### src/design/sfr_pkg.sv
package sfr_pkg;

  ////////////////////////////////////////////////////////////////////////////
  // Array geometry and address fields
  localparam int          PAGE_W    = 11;
  localparam int          BYTE_W    = 9;
  localparam int          ADDR_W    = PAGE_W + BYTE_W;
  localparam int          PAGE_MSB  = 19;
  localparam int          PAGE_LSB  = 9;
  localparam int          BYTE_MSB  = 8;
  localparam logic [10:0] LAST_PAGE = 11'h7ff;
  localparam logic [8:0]  LAST_BYTE = 9'h107;
  localparam logic [3:0]  RSV_BITS  = 4'h0;

  ////////////////////////////////////////////////////////////////////////////
  // Opcodes and header bit positions
  localparam logic [7:0]  OP_READ_POL   = 8'h68;
  localparam logic [7:0]  OP_READ_SPI   = 8'he8;
  localparam logic [6:0]  HDR_OPC_LAST  = 7'h07;
  localparam logic [6:0]  HDR_ADDR_LAST = 7'h1f;
  localparam logic [6:0]  HDR_LAST      = 7'h3f;
  localparam logic [6:0]  HDR_BITS      = 7'h40;

  ////////////////////////////////////////////////////////////////////////////
  // Timing
  localparam int SYS_PERIOD_NS           = 20;
  localparam int SCK_HALF_NS             = 80;
  localparam int SCK_HALF_CYC            =
    (SCK_HALF_NS + SYS_PERIOD_NS - 1) / SYS_PERIOD_NS;
  localparam int BURST_BOUNDARY_DELAY_NS = 100;
  localparam int BRBD_CYC                =
    (BURST_BOUNDARY_DELAY_NS + SYS_PERIOD_NS - 1) / SYS_PERIOD_NS;

  ////////////////////////////////////////////////////////////////////////////
  // Types
  typedef logic [PAGE_W-1:0] sfr_page_t;
  typedef logic [BYTE_W-1:0] sfr_byte_t;

  typedef enum logic [2:0]
  {
    HST_IDLE,
    HST_SETUP,
    HST_SHIFT,
    HST_BOUND,
    HST_HOLD
  } sfr_hst_e;

  ////////////////////////////////////////////////////////////////////////////
  // Byte position helpers
  function automatic logic at_page_end(sfr_byte_t b);
    return b >= LAST_BYTE;
  endfunction

  function automatic sfr_byte_t byte_step(sfr_byte_t b);
    return at_page_end(b) ? 9'h000 : b + 9'h001;
  endfunction

endpackage

### src/design/sfr_link_if.sv
`timescale 1ns/1ps
`default_nettype none

interface sfr_link_if;
  logic cs_n;
  logic sck;
  logic si;
  logic so;
  logic so_oe;

  modport dev
  (
    input  cs_n,
    input  sck,
    input  si,
    output so,
    output so_oe
  );

  modport host
  (
    output cs_n,
    output sck,
    output si,
    input  so,
    input  so_oe
  );
endinterface

`default_nettype wire

### src/design/sfr_host.sv
`timescale 1ns/1ps
`default_nettype none

module sfr_host
  import sfr_pkg::*;
(
  input  wire logic        CLK_SYS,
  input  wire logic        RSTN,
  sfr_link_if.host         LINK,
  input  wire logic        START,
  input  wire logic        CATEGORY_SPI,
  input  wire logic        IDLE_HIGH,
  input  wire logic        BURST,
  input  wire sfr_page_t   PAGE,
  input  wire sfr_byte_t   BYTE,
  input  wire logic [15:0] LEN,
  output logic             BUSY,
  output logic             RX_VALID,
  output logic       [7:0] RX_DATA,
  output logic             DONE
);

  ////////////////////////////////////////////////////////////////////////////
  // State

  sfr_hst_e    st_reg;
  sfr_hst_e    st_next;
  logic [7:0]  tick_reg;
  logic [7:0]  tick_next;
  logic        sck_reg;
  logic        sck_next;
  logic        cs_n_reg;
  logic        cs_n_next;
  logic [31:0] tx_reg;
  logic [31:0] tx_next;
  logic [6:0]  rise_reg;
  logic [6:0]  rise_next;
  logic [7:0]  rx_reg;
  logic [7:0]  rx_next;
  logic [7:0]  data_reg;
  logic [7:0]  data_next;
  logic [2:0]  nbit_reg;
  logic [2:0]  nbit_next;
  logic [15:0] left_reg;
  logic [15:0] left_next;
  sfr_byte_t   pos_reg;
  sfr_byte_t   pos_next;
  logic [2:0]  cfg_reg;
  logic [2:0]  cfg_next;
  logic        vld_reg;
  logic        vld_next;
  logic        done_reg;
  logic        done_next;
  logic        so_s1_reg;
  logic        so_s2_reg;
  logic        sample;

  ////////////////////////////////////////////////////////////////////////////
  // Decode

  wire tick_end;
  wire bnd_end;
  wire hdr_done;
  wire finished;
  wire spi_cat;
  wire idle_lvl;
  wire burst;
  wire [7:0] opcode;

  assign tick_end = tick_reg == 8'(SCK_HALF_CYC - 1);
  assign bnd_end  = tick_reg == 8'(BRBD_CYC - 1);
  assign hdr_done = rise_reg == HDR_BITS;
  assign finished = hdr_done & (left_reg == 16'h0000);
  assign spi_cat  = cfg_reg[2];
  assign idle_lvl = cfg_reg[1];
  assign burst    = cfg_reg[0];
  assign opcode   = CATEGORY_SPI ? OP_READ_SPI : OP_READ_POL;

  ////////////////////////////////////////////////////////////////////////////
  // Sequencer

  always_comb
  begin
    st_next   = st_reg;
    tick_next = tick_reg + 8'h01;
    sck_next  = sck_reg;
    cs_n_next = cs_n_reg;
    tx_next   = tx_reg;
    rise_next = rise_reg;
    rx_next   = rx_reg;
    data_next = data_reg;
    nbit_next = nbit_reg;
    left_next = left_reg;
    pos_next  = pos_reg;
    cfg_next  = cfg_reg;
    vld_next  = 1'b0;
    done_next = 1'b0;
    sample    = 1'b0;
    case (st_reg)
      HST_IDLE:
      begin
        tick_next = 8'h00;
        sck_next  = IDLE_HIGH;
        if (START)
        begin
          st_next   = HST_SETUP;
          cs_n_next = 1'b0;
          tx_next   = {opcode, RSV_BITS, PAGE, BYTE};
          rise_next = 7'h00;
          nbit_next = 3'h0;
          left_next = LEN;
          pos_next  = BYTE;
          cfg_next  = {CATEGORY_SPI, IDLE_HIGH, BURST};
        end
      end
      HST_SETUP:
      begin
        if (tick_end)
        begin
          tick_next = 8'h00;
          st_next   = HST_SHIFT;
        end
      end
      HST_SHIFT:
      begin
        if (tick_end)
        begin
          tick_next = 8'h00;
          if (finished & (sck_reg == idle_lvl))
          begin
            st_next   = HST_HOLD;
            cs_n_next = 1'b1;
          end
          else
          begin
            // SCK only toggles while select is low
            sck_next = ~sck_reg;
            if (~sck_reg & ~hdr_done)
            begin
              rise_next = rise_reg + 7'h01;
            end
            // SI moves on falls, after the first rise
            if (sck_reg & (rise_reg != 7'h00))
            begin
              tx_next = {tx_reg[30:0], 1'b0};
            end
            sample = hdr_done & ~finished & (~sck_reg == spi_cat);
          end
        end
      end
      HST_BOUND:
      begin
        if (bnd_end)
        begin
          tick_next = 8'h00;
          st_next   = HST_SHIFT;
        end
      end
      HST_HOLD:
      begin
        if (tick_end)
        begin
          st_next   = HST_IDLE;
          done_next = 1'b1;
        end
      end
      default:
      begin
        st_next   = HST_IDLE;
        cs_n_next = 1'b1;
      end
    endcase
    if (sample)
    begin
      rx_next   = {rx_reg[6:0], so_s2_reg};
      nbit_next = nbit_reg + 3'h1;
      if (nbit_reg == 3'h7)
      begin
        data_next = {rx_reg[6:0], so_s2_reg};
        vld_next  = 1'b1;
        left_next = left_reg - 16'h0001;
        pos_next  = byte_step(pos_reg);
        // Hold off the next SCK pulse across a page or array boundary
        if (burst & at_page_end(pos_reg))
        begin
          st_next = HST_BOUND;
        end
      end
    end
  end

  ////////////////////////////////////////////////////////////////////////////
  // Registers

  always_ff @(posedge CLK_SYS or negedge RSTN)
  begin
    if (!RSTN)
    begin
      st_reg   <= HST_IDLE;
      tick_reg <= 8'h00;
      sck_reg  <= 1'b0;
      cs_n_reg <= 1'b1;
      tx_reg   <= 32'h0000_0000;
      rise_reg <= 7'h00;
      rx_reg   <= 8'h00;
      data_reg <= 8'h00;
      nbit_reg <= 3'h0;
      left_reg <= 16'h0000;
      pos_reg  <= 9'h000;
      cfg_reg  <= 3'h0;
      vld_reg  <= 1'b0;
      done_reg <= 1'b0;
    end
    else
    begin
      st_reg   <= st_next;
      tick_reg <= tick_next;
      sck_reg  <= sck_next;
      cs_n_reg <= cs_n_next;
      tx_reg   <= tx_next;
      rise_reg <= rise_next;
      rx_reg   <= rx_next;
      data_reg <= data_next;
      nbit_reg <= nbit_next;
      left_reg <= left_next;
      pos_reg  <= pos_next;
      cfg_reg  <= cfg_next;
      vld_reg  <= vld_next;
      done_reg <= done_next;
    end
  end

  // SO settles a half period before use, so two stages cost nothing
  always_ff @(posedge CLK_SYS or negedge RSTN)
  begin
    if (!RSTN)
    begin
      so_s1_reg <= 1'b0;
      so_s2_reg <= 1'b0;
    end
    else
    begin
      so_s1_reg <= LINK.so;
      so_s2_reg <= so_s1_reg;
    end
  end

  assign LINK.cs_n = cs_n_reg;
  assign LINK.sck  = sck_reg;
  assign LINK.si   = tx_reg[31];
  assign BUSY      = st_reg != HST_IDLE;
  assign RX_VALID  = vld_reg;
  assign RX_DATA   = data_reg;
  assign DONE      = done_reg;

endmodule

`default_nettype wire

### src/flat_wrapper.sv
// flat-port wrapper written by rule: the top's interface ports become plain ports
module sfr_host_flat import sfr_pkg::*;
  (CLK_SYS, RSTN, START, CATEGORY_SPI, IDLE_HIGH, BURST, PAGE, BYTE, LEN, BUSY, RX_VALID, RX_DATA, DONE, LINK_cs_n, LINK_sck, LINK_si, LINK_so, LINK_so_oe);
  sfr_link_if LINK_i ();
  input  wire logic CLK_SYS;
  input  wire logic RSTN;
  input  wire logic START;
  input  wire logic CATEGORY_SPI;
  input  wire logic IDLE_HIGH;
  input  wire logic BURST;
  input  wire sfr_page_t PAGE;
  input  wire sfr_byte_t BYTE;
  input  wire logic [15:0] LEN;
  output logic BUSY;
  output logic RX_VALID;
  output logic       [7:0] RX_DATA;
  output logic DONE;
  output wire logic [$bits(LINK_i.cs_n)-1:0] LINK_cs_n;
  output wire logic [$bits(LINK_i.sck)-1:0] LINK_sck;
  output wire logic [$bits(LINK_i.si)-1:0] LINK_si;
  input wire logic [$bits(LINK_i.so)-1:0] LINK_so;
  input wire logic [$bits(LINK_i.so_oe)-1:0] LINK_so_oe;
  assign LINK_cs_n = LINK_i.cs_n;
  assign LINK_sck = LINK_i.sck;
  assign LINK_si = LINK_i.si;
  assign LINK_i.so = LINK_so;
  assign LINK_i.so_oe = LINK_so_oe;
  sfr_host u_core (.CLK_SYS(CLK_SYS), .RSTN(RSTN), .LINK(LINK_i), .START(START), .CATEGORY_SPI(CATEGORY_SPI), .IDLE_HIGH(IDLE_HIGH), .BURST(BURST), .PAGE(PAGE), .BYTE(BYTE), .LEN(LEN), .BUSY(BUSY), .RX_VALID(RX_VALID), .RX_DATA(RX_DATA), .DONE(DONE));
endmodule
### config.mk
export PLATFORM = sky130hd
export DESIGN_NAME = sfr_host_flat
export DESIGN_NICKNAME = d
export VERILOG_FILES = /design/src/design/sfr_pkg.sv /design/src/design/sfr_link_if.sv /design/src/design/sfr_host.sv /design/src/flat_wrapper.sv
export SDC_FILE = /design/constraint.sdc
export NUM_CORES = 1
export LEC_CHECK = 0
export BUFFER_PORTS_ARGS = -buffer_cell sky130_fd_sc_hd__buf_2
export CORE_MARGIN = 1
export CORE_UTILIZATION = 45
export CTS_BUF_LIST = sky130_fd_sc_hd__clkbuf_4
export CTS_CLUSTER_SIZE = 25
export DETAILED_ROUTE_END_ITERATION = 7
export GPL_TIMING_DRIVEN = 0
export PLACE_DENSITY_LB_ADDON = 0.12
export SETUP_SLACK_MARGIN = 0.5
export SYNTH_ARGS = -nofsm -noshare
export SYNTH_HDL_FRONTEND = slang
export SYNTH_SLANG_ARGS = --single-unit
### constraint.sdc
create_clock -name CLK_SYS -period 3 [get_ports CLK_SYS]
set_clock_uncertainty 0.15 [all_clocks]
set_input_delay 0 -clock CLK_SYS [delete_from_list [all_inputs] [get_ports CLK_SYS]]
set_output_delay 0 -clock CLK_SYS [all_outputs]
set_load 0.02 [all_outputs]
==> impl_metrics.json <==
{
  "status": "finished, violations left",
  "violations": "DRC, hold timing",
  "synth_top_area_share_pct": 47.00,
  "rrSetupSlack_ns": 0.53,
  "critPathArrivalTime_ns": 2.70,
  "wl_per_cell_um": 14.96,
  "netlist_top_cells_area": "dfrtp_1 (47%), nand2_1 (8.0%), mux2_1 (4.2%)",
  "rsz0062_at_grt": "true",
  "die_y_um": 111.3,
  "portBuffers": 56,
  "yosys.cell_count.top_type": "nand2_1",
  "syn_to_final_growth_pct": 24.22,
  "cts_buffer_depth": 2,
  "synth_area_mm2": 0.005378,
  "critPathLaunchType": "flop",
  "hold_slack_ns": -0.004778,
  "cts_tree": "yes",
  "drt_iter0_markers": 275,
  "die_area_mm2": 0.01239,
  "path_clk_slew_ns": 0.14,
  "crit_type": "reg -> reg",
  "vias": 4444,
  "fp.dieW_um": 111.3,
  "hold_viol": 9,
  "rows": 39,
  "wl_um": 12360,
  "place_area_mm2": 0.005859,
  "place_ws_ns": 0.2424,
  "cap_violations": 0,
  "ys_types": 68,
  "ioPinCount": 58,
  "syn-num-nets": 604,
  "grt_overflow": 0,
  "drc": 7,
  "grt_max_degree": 65,
  "period_share_pct": 82.43,
  "max_freq_ghz": 0.4044,
  "dp_hpwl_um": 8541,
  "yosys.area.top_type": "dfrtp_1",
  "power.density_mw_per_mm2": 701.5,
  "numCtsBuffers": 9,
  "setup_viol": 0,
  "fin_tns_setup_ns": 0,
  "cp.required_ns": 3.23,
  "drv_slew": 0,
  "nets": 731,
  "dp_cells": 751,
  "grt_pass1_wl_um": 20990,
  "ir_drop_v": 0.0004332,
  "rr_worst_depth": 8,
  "synthFlopType": "dfrtp_1",
  "ys_seq_area_share_pct": 47.49,
  "clkLatencyLatePin_ns": 0.49,
  "ant_nets": 0,
  "cts.htree.levels": 3,
  "hp-class": "in -> async",
  "fin_cells": 826,
  "post-route-util_pct": 58.01,
  "start_util_pct": 46.70,
  "antenna_found_initial": 0,
  "synth-seq-cells": 102,
  "root_buffer": "clkbuf_4",
  "power_mw": 4.686,
  "relSlewSlack_pct": 43.58,
  "crit_fanout": 6,
  "worst_slack_ns": 0.5271,
  "firstDrtPassIters": 6,
  "grt_use_total_pct": 21.26,
  "cts.sinks": 102,
  "power.leakage_nw": 3.158,
  "grt_pass1_vias": 4295,
  "diodes": 0,
  "cp-end-kind": "flop",
  "async_flop_share_pct": 100.0,
  "postSynthCellCount": 551,
  "synth_warnings": 0,
  "max_slew.worst_pin.slew_ns": 0.8463,
  "fin_area_mm2": 0.006680,
  "syn_area_per_cell_um2": 9.760,
  "place_congestion": 0.8469,
  "largest_reg_flops": 32,
  "synth_edf_count": 0,
  "synth_common_cells": "nand2_1 (115), dfrtp_1 (101), nor2_1 (29), inv_1 (28), mux2_1 (20)",
  "core_area_mm2": 0.01152,
  "min_period_ns": 2.473,
  "via_per_inst": 5.380,
  "layout-drive-gt1-share_pct": 23.72
}
## cell families (layout without fill, tap and decap cells)
logic type / count (synthesis) / in the layout / share of synthesized area, %
muxes: 42 / 42 / 8.492
DFF: 102 / 102 / 47.49
and+or+nand+nor: 246 / 246 / 23.38
AOI/OAI and AO/OA: 90 / 90 / 12.45
xor gates and xnor gates: 7 / 7 / 1.140
buffers and inverters: 55 / 187 / 4.956
adders and majority gates: 9 / 9 / 2.094
## routing by layer
metal	track usage [%]	up-vias	part of all wire [%]
li1	-	2196	-
met1	29.37	2165	48
met2	33.25	72	47
met3	5.085	11	3.6
met4	6.396	0	1.4
met5	0	-	0
## final timing paths
| kind | from | to |
|---|---|---|
| hold / removal | RSTN | u_core.RX_DATA[4] |
| setup reg to reg | u_core.left_reg[0] | u_core.tx_reg[8] |
| min in group CLK_SYS | BURST | u_core.cfg_reg[0] |
| setup / recovery | u_core.left_reg[0] | u_core.tx_reg[8] |
| hold reg to reg | u_core.so_s1_reg | u_core.so_s2_reg |
| max in group asynchronous | RSTN | u_core.LINK.cs_n |
## timing repair
item	4_1_cts	5_1_grt
hold endpoints to repair	147	0
buffers inserted	8	6
hold buffers	43	0
cloned	2	0
pin swaps	3	3
setup endpoints to repair	59	66
gates resized for setup	8	31
## cells in the final DEF (no fill, tap or decap), drive strengths merged, types with 5 or more instances in the layout
cell,netlist,routed
a211oi,11,11
a21oi,13,13
a221o,7,7
and2,11,11
and3,9,9
buf,14,87
clkbuf,12,22
dfrtp,101,101
dlygate4sd3,0,43
ha,9,9
inv,29,31
mux2,29,29
mux2i,13,13
nand2,115,115
nand3,14,14
nand4,5,5
nor2,29,29
nor2b,8,8
nor3,17,17
nor4,8,8
o21ai,19,19
o22ai,5,5
o32ai,7,7
or3,11,11
or4,5,5
xor2,6,6
## where the power goes
group          internal, mW  total [mW]  switching, mW
clock                 0.271       0.754          0.483
combinational         0.880        1.77          0.885
sequential             1.78        2.17          0.390
## worst max-delay path: stages (launching register included)
cell and delay, ns:
dfrtp_1 0.43, inv_2 0.10, ha_4 0.13, nor4b_4 0.22
nand4_1 0.21, or3_4 0.44, o211ai_4 0.17, buf_6 0.19
mux2_1 0.32
## cell type report
| type | count | area (um^2) |
|---|---|---|
| buffer | 26 | 163.9 |
| clock buffer | 10 | 75.07 |
| clock inverter | 6 | 70.07 |
| fill | 1037 | 4836 |
| inverter | 29 | 108.9 |
| multi-input combinational | 394 | 2664 |
| sequential | 102 | 2555 |
| tap | 143 | 178.9 |
| timing repair buffer | 116 | 864.6 |
Power figures use the tool's default switching activity.
